--- config.mk ---
export PLATFORM = sky130hd
export DESIGN_NAME = adc_capture_control
export DESIGN_NICKNAME = d
export VERILOG_FILES = /design/src/core/adc_capture_control.v /design/src/core/pin_filter.v /design/src/core/sample_pacer.v
export VERILOG_INCLUDE_DIRS = /design/src /design/src/core
export SDC_FILE = /design/constraint.sdc
export NUM_CORES = 1
export LEC_CHECK = 0
export BUFFER_PORTS_ARGS = -buffer_cell sky130_fd_sc_hd__buf_4
export CAP_MARGIN = 20
export CORE_ASPECT_RATIO = 0.6
export CORE_MARGIN = 2
export CORE_UTILIZATION = 55
export DETAILED_ROUTE_END_ITERATION = 7
export GPL_ROUTABILITY_DRIVEN = 0
export HOLD_SLACK_MARGIN = 0.12
export PLACE_DENSITY = 0.76
export SLEW_MARGIN = 10
export SYNTH_ARGS = -nofsm -noshare
export SYNTH_HDL_FRONTEND = slang
export SYNTH_SLANG_ARGS = --single-unit
--- constraint.sdc ---
create_clock -name MCLK -period 2.3 [get_ports MCLK]
set_input_delay 0.23 -clock MCLK [delete_from_list [all_inputs] [get_ports MCLK]]
set_output_delay 0.23 -clock MCLK [all_outputs]
set_load 0.02 [all_outputs]
--- src/core/adc_capture_consts.vh ---
`ifndef ADC_CAPTURE_CONSTS_VH
`define ADC_CAPTURE_CONSTS_VH

// register map (byte addresses on the serial bus)
`define REG_CONTROL        8'h20
`define REG_RESULT_LO      8'h21
`define REG_RESULT_HI      8'h22

// control register layout
`define CONTROL_RESET      8'h32
`define CTL_MODE_BIT       7
`define CTL_TRIG_BIT       6
`define CTL_RATE_HI        5
`define CTL_RATE_LO        4
`define CTL_ARM_BIT        3
`define CTL_LOCK_HI        2
`define CTL_LOCK_LO        1
`define CTL_PORT_BIT       0
`define LOCK_UNLOCK_CODE   2'h1
`define LOCK_READ_ON       2'h0
`define LOCK_READ_OFF      2'h1
`define RATE_RESET         2'h3

// result register
`define RESULT_RESET       16'h0000
`define RESULT_BITS        12

// serial device address, arbitrary value
`define DEV_ADDR           7'h2c

// clock and sample periods
`define MCLK_PERIOD_NS     50
`define RATE0_PERIOD_NS    100000
`define RATE1_PERIOD_NS    80000
`define RATE2_PERIOD_NS    66666
`define RATE3_PERIOD_NS    50000
// sample periods in clock cycles, pacer width
`define RATE0_CYC          11'h7d0
`define RATE1_CYC          11'h640
`define RATE2_CYC          11'h535
`define RATE3_CYC          11'h3e8
`define PACER_WIDTH        11

`endif

--- src/core/adc_capture_control.v ---
`timescale 1ns/1ps
`include "adc_capture_consts.vh"
`default_nettype none
module adc_capture_control (
   // clock and reset
   input  wire        MCLK,
   input  wire        SRST,
   // serial register bus
   input  wire        SCL,
   input  wire        SDA_IN,
   output reg         SDA_OUT,
   output reg         SDA_OE,
   // converter
   output reg         CONV_START,
   output reg         CONV_PORT,
   input  wire        CONV_DONE,
   input  wire [11:0] CONV_DATA,
   // charge pump and touch panel function
   output reg         PUMP_ON,
   output reg  [1:0]  TOUCH_RATE_LIMIT,
   // one-shot completion events
   output reg         IRQ_PORT0,
   output reg         IRQ_PORT1
);

   localparam S_IDLE  = 4'h0;
   localparam S_ADDR  = 4'h1;
   localparam S_ACK_A = 4'h2;
   localparam S_PTR   = 4'h3;
   localparam S_ACK_P = 4'h4;
   localparam S_WDATA = 4'h5;
   localparam S_ACK_W = 4'h6;
   localparam S_RDATA = 4'h7;
   localparam S_RACK  = 4'h8;

   wire        scl_f;
   wire        sda_f;
   reg         scl_d_r;
   reg         sda_d_r;
   reg  [3:0]  state_r;
   reg  [3:0]  cnt_r;
   reg  [7:0]  shift_r;
   reg  [7:0]  out_r;
   reg  [7:0]  ptr_r;
   reg         rw_r;
   reg         nack_r;
   // control state
   reg         mode_r;
   reg         trig_r;
   reg         arm_r;
   reg         arm_new_r;
   reg         busy_r;
   reg         shot_r;
   // result state
   reg  [15:0] live_r;
   reg  [15:0] snap_r;
   reg         frozen_r;
   reg         lo_done_r;
   reg         hi_done_r;
   wire        tick;
   wire        scl_rise = scl_f & ~scl_d_r;
   wire        scl_fall = ~scl_f & scl_d_r;
   wire        start_c  = scl_f & scl_d_r & sda_d_r & ~sda_f;
   wire        stop_c   = scl_f & scl_d_r & ~sda_d_r & sda_f;
   wire [7:0]  byte_in  = shift_r;
   wire        is_result_ptr = (ptr_r == `REG_RESULT_LO) || (ptr_r == `REG_RESULT_HI);

   pin_filter u_scl (
      .clk   (MCLK),
      .rst   (SRST),
      .pin   (SCL),
      .level (scl_f)
   );

   pin_filter u_sda (
      .clk   (MCLK),
      .rst   (SRST),
      .pin   (SDA_IN),
      .level (sda_f)
   );

   sample_pacer u_pacer (
      .clk    (MCLK),
      .rst    (SRST),
      .enable (trig_r & ~mode_r),
      .rate   (TOUCH_RATE_LIMIT),
      .tick   (tick)
   );

   function [7:0] control_view;
      input       mode;
      input       trig;
      input [1:0] rate;
      input       arm;
      input       pump;
      input       port;
      begin
         control_view = {mode, trig, rate, arm,
                         pump ? `LOCK_READ_ON : `LOCK_READ_OFF, port};
      end
   endfunction

   function [7:0] result_byte;
      input [15:0] word;
      input        hi;
      begin
         result_byte = hi ? word[15:8] : word[7:0];
      end
   endfunction

   // one control write, including pump sequencing
   task control_write;
      input [7:0] w;
      begin
         mode_r           <= w[`CTL_MODE_BIT];
         TOUCH_RATE_LIMIT <= w[`CTL_RATE_HI:`CTL_RATE_LO];
         CONV_PORT        <= w[`CTL_PORT_BIT];
         if (w[`CTL_MODE_BIT]) begin
            if (w[`CTL_TRIG_BIT] && !busy_r) begin
               trig_r <= 1'b1;
            end
         end else begin
            trig_r <= w[`CTL_TRIG_BIT];
         end
         if (!arm_r) begin
            arm_r     <= w[`CTL_ARM_BIT];
            arm_new_r <= w[`CTL_ARM_BIT];
         end else if (arm_new_r) begin
            arm_r <= w[`CTL_ARM_BIT];
         end else if (w[`CTL_LOCK_HI:`CTL_LOCK_LO] == `LOCK_UNLOCK_CODE) begin
            PUMP_ON <= 1'b1;
            arm_r   <= w[`CTL_ARM_BIT];
         end else begin
            arm_r <= 1'b0;
         end
      end
   endtask

   always @(posedge MCLK) begin
      if (SRST) begin
         scl_d_r          <= 1'b1;
         sda_d_r          <= 1'b1;
         state_r          <= S_IDLE;
         cnt_r            <= 4'h0;
         shift_r          <= 8'h00;
         out_r            <= 8'h00;
         ptr_r            <= 8'h00;
         rw_r             <= 1'b0;
         nack_r           <= 1'b0;
         SDA_OUT          <= 1'b0;
         SDA_OE           <= 1'b0;
         mode_r           <= 1'b0;
         trig_r           <= 1'b0;
         TOUCH_RATE_LIMIT <= `RATE_RESET;
         arm_r            <= 1'b0;
         arm_new_r        <= 1'b0;
         PUMP_ON          <= 1'b0;
         CONV_PORT        <= 1'b0;
         busy_r           <= 1'b0;
         shot_r           <= 1'b0;
         CONV_START       <= 1'b0;
         IRQ_PORT0        <= 1'b0;
         IRQ_PORT1        <= 1'b0;
         live_r           <= `RESULT_RESET;
         snap_r           <= `RESULT_RESET;
         frozen_r         <= 1'b0;
         lo_done_r        <= 1'b0;
         hi_done_r        <= 1'b0;
      end else begin
         scl_d_r    <= scl_f;
         sda_d_r    <= sda_f;
         SDA_OUT    <= 1'b0;
         CONV_START <= 1'b0;
         IRQ_PORT0  <= 1'b0;
         IRQ_PORT1  <= 1'b0;

         // conversion sequencing
         if (!busy_r && (tick || (mode_r && trig_r && !shot_r))) begin
            CONV_START <= 1'b1;
            busy_r     <= 1'b1;
            shot_r     <= mode_r;
         end
         if (busy_r && CONV_DONE) begin
            busy_r <= 1'b0;
            live_r <= {4'h0, CONV_DATA[`RESULT_BITS-1:0]};
            if (shot_r) begin
               shot_r    <= 1'b0;
               trig_r    <= 1'b0;
               IRQ_PORT0 <= ~CONV_PORT;
               IRQ_PORT1 <= CONV_PORT;
            end
         end

         // both result bytes taken: release the snapshot
         if (frozen_r && lo_done_r && hi_done_r) begin
            frozen_r  <= 1'b0;
            lo_done_r <= 1'b0;
            hi_done_r <= 1'b0;
         end

         if (start_c) begin
            state_r   <= S_ADDR;
            cnt_r     <= 4'h0;
            SDA_OE    <= 1'b0;
            arm_new_r <= 1'b0;
         end else if (stop_c) begin
            state_r   <= S_IDLE;
            SDA_OE    <= 1'b0;
            arm_new_r <= 1'b0;
         end else if (scl_rise) begin
            case (state_r)
               S_ADDR, S_PTR, S_WDATA: begin
                  shift_r <= {shift_r[6:0], sda_f};
                  cnt_r   <= cnt_r + 4'h1;
               end
               S_RDATA: begin
                  cnt_r <= cnt_r + 4'h1;
               end
               S_RACK: begin
                  nack_r <= sda_f;
               end
               default: begin
               end
            endcase
         end else if (scl_fall) begin
            case (state_r)
               S_ADDR: begin
                  if (cnt_r == 4'h8) begin
                     cnt_r <= 4'h0;
                     if (byte_in[7:1] == `DEV_ADDR) begin
                        rw_r    <= byte_in[0];
                        SDA_OE  <= 1'b1;
                        state_r <= S_ACK_A;
                     end else begin
                        state_r <= S_IDLE;
                     end
                  end
               end
               S_ACK_A, S_RACK: begin
                  cnt_r <= 4'h0;
                  if ((state_r == S_RACK) && nack_r) begin
                     state_r <= S_IDLE;
                     SDA_OE  <= 1'b0;
                  end else if (rw_r) begin
                     state_r <= S_RDATA;
                     if (is_result_ptr) begin
                        if (!frozen_r) begin
                           snap_r   <= live_r;
                           frozen_r <= 1'b1;
                           out_r    <= result_byte(live_r, ptr_r == `REG_RESULT_HI);
                           SDA_OE   <= ~((ptr_r == `REG_RESULT_HI) ? live_r[15] : live_r[7]);
                        end else begin
                           out_r  <= result_byte(snap_r, ptr_r == `REG_RESULT_HI);
                           SDA_OE <= ~((ptr_r == `REG_RESULT_HI) ? snap_r[15] : snap_r[7]);
                        end
                        lo_done_r <= lo_done_r | (ptr_r == `REG_RESULT_LO);
                        hi_done_r <= hi_done_r | (ptr_r == `REG_RESULT_HI);
                     end else begin
                        frozen_r  <= 1'b0;
                        lo_done_r <= 1'b0;
                        hi_done_r <= 1'b0;
                        if (ptr_r == `REG_CONTROL) begin
                           out_r  <= control_view(mode_r, trig_r, TOUCH_RATE_LIMIT, arm_r, PUMP_ON, CONV_PORT);
                           SDA_OE <= ~mode_r;
                        end else begin
                           out_r  <= 8'h00;
                           SDA_OE <= 1'b1;
                        end
                     end
                  end else begin
                     SDA_OE  <= 1'b0;
                     state_r <= S_PTR;
                  end
               end
               S_PTR: begin
                  if (cnt_r == 4'h8) begin
                     cnt_r   <= 4'h0;
                     ptr_r   <= byte_in;
                     SDA_OE  <= 1'b1;
                     state_r <= S_ACK_P;
                     if ((byte_in != `REG_RESULT_LO) && (byte_in != `REG_RESULT_HI)) begin
                        frozen_r  <= 1'b0;
                        lo_done_r <= 1'b0;
                        hi_done_r <= 1'b0;
                     end
                  end
               end
               S_ACK_P, S_ACK_W: begin
                  SDA_OE  <= 1'b0;
                  state_r <= S_WDATA;
               end
               S_WDATA: begin
                  if (cnt_r == 4'h8) begin
                     cnt_r   <= 4'h0;
                     SDA_OE  <= 1'b1;
                     state_r <= S_ACK_W;
                     ptr_r   <= ptr_r + 8'h01;
                     if (ptr_r == `REG_CONTROL) begin
                        control_write(byte_in);
                     end
                  end
               end
               S_RDATA: begin
                  if (cnt_r == 4'h8) begin
                     SDA_OE  <= 1'b0;
                     state_r <= S_RACK;
                     ptr_r   <= ptr_r + 8'h01;
                  end else begin
                     out_r  <= {out_r[6:0], 1'b0};
                     SDA_OE <= ~out_r[6];
                  end
               end
               default: begin
                  SDA_OE <= 1'b0;
               end
            endcase
         end
      end
   end

endmodule
`default_nettype wire

--- src/core/pin_filter.v ---
`timescale 1ns/1ps
`default_nettype none
module pin_filter (
   // clock and reset
   input  wire       clk,
   input  wire       rst,
   // pin and filtered level
   input  wire       pin,
   output reg        level
);

   reg s1_r;
   reg s2_r;
   reg s3_r;

   always @(posedge clk) begin
      if (rst) begin
         s1_r  <= 1'b1;
         s2_r  <= 1'b1;
         s3_r  <= 1'b1;
         level <= 1'b1;
      end else begin
         s1_r <= pin;
         s2_r <= s1_r;
         s3_r <= s2_r;
         // change accepted once second and third stage agree
         if (s2_r == s3_r) begin
            level <= s3_r;
         end
      end
   end

endmodule
`default_nettype wire

--- src/core/sample_pacer.v ---
`timescale 1ns/1ps
`include "adc_capture_consts.vh"
`default_nettype none
module sample_pacer (
   // clock and reset
   input  wire       clk,
   input  wire       rst,
   // control
   input  wire       enable,
   input  wire [1:0] rate,
   // one pulse per sample period
   output reg        tick
);

   reg [`PACER_WIDTH-1:0] count_r;

   function [`PACER_WIDTH-1:0] period_of;
      input [1:0] sel;
      begin
         case (sel)
            2'h0:    period_of = `RATE0_CYC;
            2'h1:    period_of = `RATE1_CYC;
            2'h2:    period_of = `RATE2_CYC;
            default: period_of = `RATE3_CYC;
         endcase
      end
   endfunction

   always @(posedge clk) begin
      if (rst) begin
         count_r <= {`PACER_WIDTH{1'b0}};
         tick    <= 1'b0;
      end else if (!enable) begin
         count_r <= {`PACER_WIDTH{1'b0}};
         tick    <= 1'b0;
      end else begin
         // first sample right away, then one per period
         tick <= (count_r == {`PACER_WIDTH{1'b0}});
         if (count_r >= period_of(rate) - 1'b1) begin
            count_r <= {`PACER_WIDTH{1'b0}};
         end else begin
            count_r <= count_r + 1'b1;
         end
      end
   end

endmodule
`default_nettype wire

# ---- After elaboration in Yosys (flattened, before gate mapping)
# Index checks and enable logic that the tools add are counted.
dict set report classes {
  n_mul 0
  magnitude_cmp 1
  eq_ne 37
  n_shift 0
  reduce_logical 47
  add_sub_neg 4
  bitwise_logic 29
  div 0
  muxes 97
}
# op count
set op_table {}
lappend op_table {{$mux 1} 65}
lappend op_table {{$mux 7} 8}
lappend op_table {{$reduce_and 7->1} 5}
lappend op_table {{$pmux 11 s3} 1}
lappend op_table {{$mux 4} 8}
lappend op_table {{$eq 8x6->1 const B} 3}
lappend op_table {{$pmux 4 s6} 1}
lappend op_table {{$mux 11} 2}
lappend op_table {{$not 1->1} 19}
lappend op_table {{$ne 2x2->1 const B} 9}
lappend op_table {{$eq 4x3->1 const B} 4}
lappend op_table {{$mux 8} 2}
lappend op_table {{$ne 4x4->1 const B} 4}
lappend op_table {{$ne 8x6->1 const B} 2}
lappend op_table {{$pmux 8 s2} 1}
lappend op_table {{$pmux 7 s2} 1}
lappend op_table {{$reduce_or 2->1} 7}
lappend op_table {{$reduce_or 3->1} 4}
lappend op_table {{$add 11x1->11 const B} 1}
lappend op_table {{$ge 11x11->1} 1}
lappend op_table {{$logic_not 11->1} 1}
lappend op_table {{$sub 11x1->11 const B} 1}
lappend op_table {{$reduce_and 10->1} 1}
lappend op_table {{$reduce_and 5->1} 2}
lappend op_table {{other kinds (31)} 62}
dict set report totals {
  ramBits 0
  rom_bits 0
  output_inout_bits 9
  inputBits 17
  word_cells 253
  regBits 96
  latch_bits 0
  n_memories 0
}

# ---- Depth between registers and ports, before layout
# Gate-level depths: netlist of run 1.
dict set report depth {
  word_depth 12
  mapped_depth 10
}

# ---- Cells and area by module
# A second synthesis of run 1 with hierarchy kept.
dict set report hier_totals {
  hier_cells 580
  area_unflattened_um2 5001.0
}
# module seq_area_each_um2 area_each_um2 cells_each instances
set by_module_without_submodules {}
lappend by_module_without_submodules {adc_capture_control 1521.5 3988.8 476 1}
lappend by_module_without_submodules {sample_pacer 240.2 782.0 84 1}
lappend by_module_without_submodules {pin_filter 80.1 115.1 10 2}

# ---- Worst setup path after synthesis of run 1
# No wires, ideal clock.
dict set report synth_timing {
  path_type {register -> register}
  startpoint {reg TOUCH_RATE_LIMIT[0]}
  endpoint {reg u_pacer.count_r[2]}
  synth_period_minus_slack_ps 2392
  path_buffers 1
  setup_slack_ps -92
  setup_time_ps 128
  path_stages_with_launch 11
  t_arrival_ps 2264
  path_cell_list {dfxtp_1 > inv_1 > ha_1 > xor2_1 > ha_1 > a21o_1 > a21oi_1 > a2111oi_0 > a211o_1 > clkbuf_1 > nor2_1}
}
dict set report synth_via {
  elab_chain_len 7
}
# item line
set synth_rtl {}
lappend synth_rtl {{start: declaration} adc_capture_control.v:20} ;# output reg [1:0] TOUCH_RATE_LIMIT,
lappend synth_rtl {{start signal: assignment} adc_capture_control.v:154} ;# TOUCH_RATE_LIMIT <= `RATE_RESET;
lappend synth_rtl {{$eq 2x2->1, or another cell as far along} sample_pacer.v:20} ;# case (sel)
lappend synth_rtl {{$pmux 11 s3 (*)} sample_pacer.v:20}
lappend synth_rtl {{$mux 11 (*)} sample_pacer.v:33} ;# end else if (!enable) begin
lappend synth_rtl {{$mux 11 (*)} sample_pacer.v:30} ;# if (rst) begin
lappend synth_rtl {{$sub 11x1->11 (*)} sample_pacer.v:39} ;# if (count_r >= period_of(rate) - 1'b1) begin
lappend synth_rtl {{$ge 11x11->1 (*)} sample_pacer.v:39}
lappend synth_rtl {{$reduce_or 3->1 (no source line) (*)} n/a}
lappend synth_rtl {{end signal: assignment} sample_pacer.v:31} ;# count_r <= {`PACER_WIDTH{1'b0}};
lappend synth_rtl {{end signal: assignment} sample_pacer.v:40} ;# count_r <= {`PACER_WIDTH{1'b0}};
lappend synth_rtl {{end signal: assignment} sample_pacer.v:42} ;# count_r <= count_r + 1'b1;
lappend synth_rtl {{end: declaration} sample_pacer.v:15} ;# reg [`PACER_WIDTH-1:0] count_r;
# Mark *: on every way between the ends. The rest lies on a longest branch, timed or not. The select of a mux whose other input is x is not followed.
# A chain may end at the register's enable or synchronous reset.

# ---- Worst setup path in the final report of run 1
dict set report layout_timing {
  startpoint {reg TOUCH_RATE_LIMIT[0]}
  endpoint {reg u_pacer.count_r[8]}
}
# Same word-level chain as after synthesis.

==> impl_metrics.env, run 1 <==
export IMPL_grt_use_total=0.261
export IMPL_core_area_um2=8560
export IMPL_cts_reportedPaths_clkPinSlew_ns=0.07
export IMPL_drive_above_1_share=0.141
export IMPL_syn_num_nets=641
export IMPL_num_vias=4433
export IMPL_grt_use_met2=0.384
export IMPL_postSynthAreaPerCell_um2=8.08
export IMPL_swShare=0.226
export IMPL_drc=0
export IMPL_totalPowerFinal_mw=3.33
export IMPL_htree_levels=3
export IMPL_synthCells=602
export IMPL_antenna_found_initial=0
export IMPL_cp_max_fo=6
export IMPL_wl_per_cell_um=16.1
export IMPL_path_class="reg -> reg"
export IMPL_die_w_um=125
export IMPL_critPathCaptureType="flip-flop"
export IMPL_drt_wl_total_mm=12.2
export IMPL_hold_violations=0
export IMPL_met3_usage=0.0782
export IMPL_drt_initial_drc_count=310
export IMPL_worst_slew_pin_slew_ns=0.569
export IMPL_synth_seq_cells=96
export IMPL_synth_edf_count=0
export IMPL_p_seq_frac=0.501
export IMPL_drt_first_pass_iters=7
export IMPL_cts_buffer_depth=2
export IMPL_pwr_share_clk=0.478
export IMPL_met1_usage=0.374
export IMPL_layout_nets=680
export IMPL_cp_arrival_ns=2.52
export IMPL_grt_overflow=0
export IMPL_start_util=0.569
export IMPL_dieArea_um2=9640
export IMPL_portBuffers=24
export IMPL_p_switching_mw=0.751
export IMPL_area_growth_pct=16.7
export IMPL_final_common_cell="nand2_1"
export IMPL_post_route_min_period_ns=2.23
export IMPL_diodes=0
export IMPL_maxCapViolCount=0
export IMPL_cts_tree="yes"
export IMPL_routed_via_density=5.85
export IMPL_status="completed"
export IMPL_die_h_um=76.9
export IMPL_synth_area_um2=4860
export IMPL_rows=26
export IMPL_final_util=0.663
export IMPL_report_final_slew_viol_count=0
export IMPL_leakagePower_nw=2.07
export IMPL_crit_required_ns=2.59
export IMPL_cp_slowest_cell="a211o_2"
export IMPL_p_comb_frac=0.021
export IMPL_synth_warnings=0
export IMPL_synth_ff_type="dfxtp_1"
export IMPL_num_io_pins=26
export IMPL_ys_types=64
export IMPL_numCtsBuffers=9
export IMPL_async_reset_ff_frac=0
export IMPL_ys_seq_area_frac=0.395
export IMPL_skew_ns=0.00845
export IMPL_slowest_delay_ns=0.39
export IMPL_clock_sinks=96
export IMPL_top_usage_layer="met2"
export IMPL_peakVddDrop_mv=0.501
export IMPL_dpl_hpwl_mm=8.74
export IMPL_max_slew_margin=0.616
export IMPL_setup_viol=0
export IMPL_grt_pass1_vias=4154
export IMPL_ant_nets=0
export IMPL_grt_max_degree=26
export IMPL_crit_chain="inv_1, ha_1, inv_1, ha_1, a211oi_1, a2111oi_2, a211o_2, nor2_1"
export IMPL_powerDensity_nw_per_um2=586
export IMPL_cp_start_kind="flip-flop"
export IMPL_period_share=0.969
export IMPL_min_path_type="in -> reg"
export IMPL_clkLatencyLatePin_ns=0.35
export IMPL_fmax_mhz=449
export IMPL_internal_power_mw=2.58
export IMPL_tns_ns=0
export IMPL_clockRootBuffer="clkbuf_16"
export IMPL_post_cts_buffers=0
export IMPL_grt_pass1_wl_mm=20.4
export IMPL_final_cell_mix="nand2_1 (97), dfxtp_1 (94), a21oi_1 (60), nor2_1 (53), buf_4 (51)"
[power by group through the flow]
stage	Clock (mW)	Sequential, mW	Combinational (mW)
floorplan	0	1.71	0.0303
global placement	0	1.71	0.0604
detailed placement	0	1.71	0.0606
CTS	1.62	1.67	0.0687
global route	1.69	1.67	0.0759
finish	1.59	1.67	0.0695
[registers in the layout (all words and copies together), names as in the netlist, 2 cells and up]
signal	cells
snap_r	12
byte_in	8
state_r	4
out_r	7
u_pacer.count_r	11
TOUCH_RATE_LIMIT	2
ptr_r	8
live_r	12
cnt_r	4
[routing by layer]
layer | wire (um) | share of wire | vias to the layer above
li1 | - | - | 2195
met1 | 5820 | 0.48 | 2047
met2 | 5110 | 0.42 | 174
met3 | 1140 | 0.093 | 17
met4 | 150 | 0.012 | 0
met5 | 0 | 0 | -
[final cells by class]
| cell class | instances | area, um2 |
|---|---|---|
| clock buffers | 9 | 225 |
| clock inverters | 7 | 97.6 |
| fillers | 704 | 2880 |
| inverters | 23 | 86.3 |
| multi-input cells | 453 | 2740 |
| flip-flops and latches | 96 | 1920 |
| well taps | 112 | 140 |
| repair buffers | 58 | 463 |
[path summary, 6_finish.rpt]
kind                            slack [ns]           startpoint  cells after the start                  to
worst max-delay path                  0.07  TOUCH_RATE_LIMIT[0]                      8  u_pacer.count_r[8]
worst min-delay path                  0.12         CONV_DATA[8]                      3           live_r[8]
worst max register to register        0.07  TOUCH_RATE_LIMIT[0]                      8  u_pacer.count_r[8]
worst min register to register        0.41           u_scl.s1_r                      1          u_scl.s2_r
[cells by family after synthesis]
logic type / after synthesis / share of synthesized area
XOR/XNOR: 14 / 0.0252
flip-flops: 96 / 0.395
multiplexers: 18 / 0.0376
other: 1 / 0.000771
AND/OR/NAND/NOR: 254 / 0.257
adder cells (fa/ha/maj): 22 / 0.0566
buffers and inverters: 54 / 0.0450
AO/OA/AOI/OAI: 143 / 0.183
[worst max-delay path: cells and delay by family (launching register included)]
| kind | cells | cell delay, ns |
|---|---|---|
| flops | 1 | 0.37 |
| fa+ha+maj | 2 | 0.65 |
| compound gates | 3 | 0.87 |
| simple gates | 1 | 0.12 |
| buf+inv | 2 | 0.14 |
[timing repair]
item / 4_1_cts / 5_1_grt
hold endpoints to repair: 6 / 0
pin swaps: 0 / 3
setup endpoints to repair: 11 / 11
gates resized for setup: 1 / 5
gates cloned: 0 / 1
hold buffers: 6 / 0
[synthesized netlist by cell type (3+ instances only)]
cell type | n | area share
ha_1 | 22 | 0.057
nand3b_1 | 5 | 0.0077
o211ai_1 | 3 | 0.0046
a311oi_1 | 3 | 0.0054
nand3_1 | 22 | 0.023
mux2i_1 | 16 | 0.033
and3_1 | 7 | 0.0090
o22a_1 | 3 | 0.0054
a21oi_1 | 60 | 0.062
nor3b_1 | 5 | 0.0077
xnor2_1 | 6 | 0.011
dfxtp_1 | 96 | 0.40
nand4_1 | 7 | 0.0090
o21ai_0 | 23 | 0.024
nand2b_1 | 7 | 0.0090
buf_2 | 4 | 0.0041
nor3_1 | 8 | 0.0082
o21bai_1 | 3 | 0.0046
nor2b_1 | 5 | 0.0064
xor2_1 | 8 | 0.014
a22oi_1 | 3 | 0.0046
a2bb2oi_1 | 4 | 0.0072
inv_1 | 23 | 0.018
clkbuf_1 | 24 | 0.019
or2_2 | 9 | 0.012
a31oi_1 | 5 | 0.0064
o22ai_1 | 3 | 0.0039
nor2_1 | 53 | 0.041
a211oi_1 | 9 | 0.014
and2_1 | 7 | 0.0090
a211o_1 | 4 | 0.0072
nor4b_1 | 3 | 0.0054
nand2_1 | 97 | 0.075
o21a_1 | 3 | 0.0046
[per-stage QoR]
step | cell area (um2) | setup slack (ns) | cells | hold WS, ns
final | 5680 | 0.0711 | 758 | 0.125
after global routing | 5680 | -0.0268 | 758 | 0.132
after detailed placement | 5280 | -0.0732 | 735 | 0.398
after floorplan | 4870 | 0.0163 | 602 | 0.334
after CTS | 5660 | 0.0461 | 757 | 0.121
after global placement | 5280 | 0.0564 | 735 | 0.393
No activity file was read; power rests on OpenSTA's default activity.
==> run 2, diff against run 1 <==
CORE_UTILIZATION = 57   (was 55)
CTS_BUF_LIST = sky130_fd_sc_hd__clkbuf_4 sky130_fd_sc_hd__clkbuf_8   (was default)
CTS_CLUSTER_SIZE = 10   (was default)
PLACE_DENSITY = 0.78   (was 0.76)
==> impl_metrics.env, run 2 (same netlist as run 1, synthesis figures left out) <==
export IMPL_skew_ns=0.0126
export IMPL_biggestRegsByFlops="live_r: 12 flops, snap_r: 12 flops, u_pacer.count_r: 11 flops"
export IMPL_cp_arrival_ns=2.53
export IMPL_drt_initial_drc_count=505
export IMPL_r2r_slack_ns=0.08
export IMPL_powerDensity_nw_per_um2=493
export IMPL_pwr_share_clk=0.377
export IMPL_cts_buffer_depth=2
export IMPL_maxCapViolCount=0
export IMPL_final_util=0.676
export IMPL_grt_pass1_wl_mm=19.2
export IMPL_num_io_pins=26
export IMPL_grt_overflow=0
export IMPL_post_route_min_period_ns=2.22
export IMPL_area_growth_pct=16.7
export IMPL_fmax_mhz=451
export IMPL_placed_area_um2=5280
export IMPL_min_to="ptr_r[5]"
export IMPL_finalWorstSetupSlack_ns=0.0816
export IMPL_path_class="reg -> reg"
export IMPL_core_area_um2=8390
export IMPL_cts_reportedPaths_clkPinSlew_ns=0.09
export IMPL_drc=0
export IMPL_diodes=0
export IMPL_p_seq_frac=0.594
export IMPL_clock_sinks=96
export IMPL_report_final_slew_viol_count=0
export IMPL_worst_r2r_path_depth=9
export IMPL_crit_required_ns=2.61
export IMPL_wl_per_cell_um=16.4
export IMPL_whs_path_depth=2
export IMPL_peakVddDrop_mv=0.361
export IMPL_drt_first_pass_iters=5
export IMPL_antenna_found_initial=0
export IMPL_dpl_hpwl_mm=8.73
export IMPL_final_common_cell="nand2_1"
export IMPL_final_area_um2=5680
export IMPL_htree_levels=3
export IMPL_holdCritStartpoint="SRST"
export IMPL_leakagePower_nw=2.06
export IMPL_layout_nets=690
export IMPL_num_vias=4590
export IMPL_portBuffers=24
export IMPL_setup_viol=0
export IMPL_p_comb_frac=0.028
export IMPL_clkLatencyLatePin_ns=0.38
export IMPL_place_ws_ns=-0.00278
export IMPL_cts_tree="yes"
export IMPL_drive_above_1_share=0.148
export IMPL_swShare=0.233
export IMPL_rows=26
export IMPL_ant_nets=0
export IMPL_dieArea_um2=9310
export IMPL_die_h_um=75.6
export IMPL_status="completed"
export IMPL_cp_start_kind="flip-flop"
export IMPL_critPathCaptureType="flip-flop"
export IMPL_grt_max_degree=46
export IMPL_p_switching_mw=0.652
export IMPL_routed_via_density=5.98
export IMPL_r2r_end="u_pacer.count_r[4]"
export IMPL_numCtsBuffers=9
export IMPL_cp_max_fo=6
export IMPL_grt_use_total=0.268
export IMPL_period_share=0.965
export IMPL_hold_violations=0
export IMPL_start_util=0.580
export IMPL_rr_startpoint="TOUCH_RATE_LIMIT[0]"
export IMPL_drt_wl_total_mm=12.6
export IMPL_clockRootBuffer="clkbuf_8"
export IMPL_internal_power_mw=2.15
export IMPL_min_path_type="in -> reg"
export IMPL_die_w_um=123
export IMPL_final_cell_mix="nand2_1 (97), dfxtp_1 (94), a21oi_1 (58), nor2_1 (53), buf_4 (52)"
export IMPL_grt_pass1_vias=3940
[run 2: cell count changes in the layout (fill, tap and decap cells not counted), sizes merged]
| cell | before | now |
|---|---|---|
| dlygate4sd3 | 6 | 15 |
| clkbuf | 9 | 11 |
| inv | 27 | 25 |
| buf | 52 | 53 |
| bufinv | 1 | 0 |
| clkinv | 2 | 3 |
[run 2: worst max-delay path by stage]
| stage | start | to | slack, ns | cells past startpoint |
|---|---|---|---|---|
| 2_1_floorplan | TOUCH_RATE_LIMIT[0] | u_pacer.count_r[2] | 0.02 | 10 |
| 3_3_place_gp | TOUCH_RATE_LIMIT[0] | u_pacer.count_r[9] | 0.10 | 9 |
| 3_5_place_dp | TOUCH_RATE_LIMIT[0] | u_pacer.count_r[9] | -0.003 | 9 |
| 4_1_cts | TOUCH_RATE_LIMIT[0] | u_pacer.count_r[3] | 0.01 | 8 |
| 5_1_grt | TOUCH_RATE_LIMIT[0] | u_pacer.count_r[6] | -0.008 | 9 |
| 6_report | TOUCH_RATE_LIMIT[0] | u_pacer.count_r[4] | 0.08 | 9 |
[run 2: final cells by class]
| class | count | area [um2] |
|---|---|---|
| inverter | 23 | 86.3 |
| timing repair buffer | 68 | 561 |
| multi-input combinational | 453 | 2770 |
| fill | 683 | 2720 |
| sequential | 96 | 1930 |
| tap | 112 | 140 |
| clock inverter | 5 | 40.0 |
| clock buffer | 11 | 145 |
[run 2: through the flow]
stage | TNS [ns] | std cells | hold slack [ns] | power, mW
floorplan | 0 | 602 | 0.334 | 1.74
global placement | 0 | 736 | 0.393 | 1.76
detailed placement | -0.00278 | 736 | 0.394 | 1.76
CTS | 0 | 767 | 0.276 | 2.82
global route | -0.0283 | 768 | 0.303 | 2.89
finish | 0 | 768 | 0.297 | 2.80
[run 2: critical path: stages (launching register included)]
cell       delay (ns)
dfxtp_4          0.37
inv_1            0.08
ha_1             0.24
xor2_1           0.18
ha_1             0.31
a21o_1           0.19
a21oi_2          0.19
a2111oi_4        0.08
a211o_2          0.39
nor2_1           0.12
[run 2: repair_timing]
item,in CTS,in global routing
setup endpoints to repair,11,15
gates cloned,0,1
endpoints found under the hold margin,15,0
pin swaps,0,2
setup buffers,0,0
gates resized for setup,2,13
hold buffers,15,0
[run 2: per-layer routing]
layer / part of all wire / GRT usage
met4: 0.012 / 0.0745
met2: 0.44 / 0.406
met1: 0.46 / 0.385
met3: 0.092 / 0.0644
met5: 0 / 0
[run 2: power groups by stage]
stage / logic (mW) / registers (mW) / clock network, mW
floorplan: 0.0303 / 1.71 / 0
global placement: 0.0572 / 1.71 / 0
detailed placement: 0.0583 / 1.71 / 0
CTS: 0.0786 / 1.67 / 1.08
global route: 0.0863 / 1.67 / 1.14
finish: 0.0797 / 1.66 / 1.06
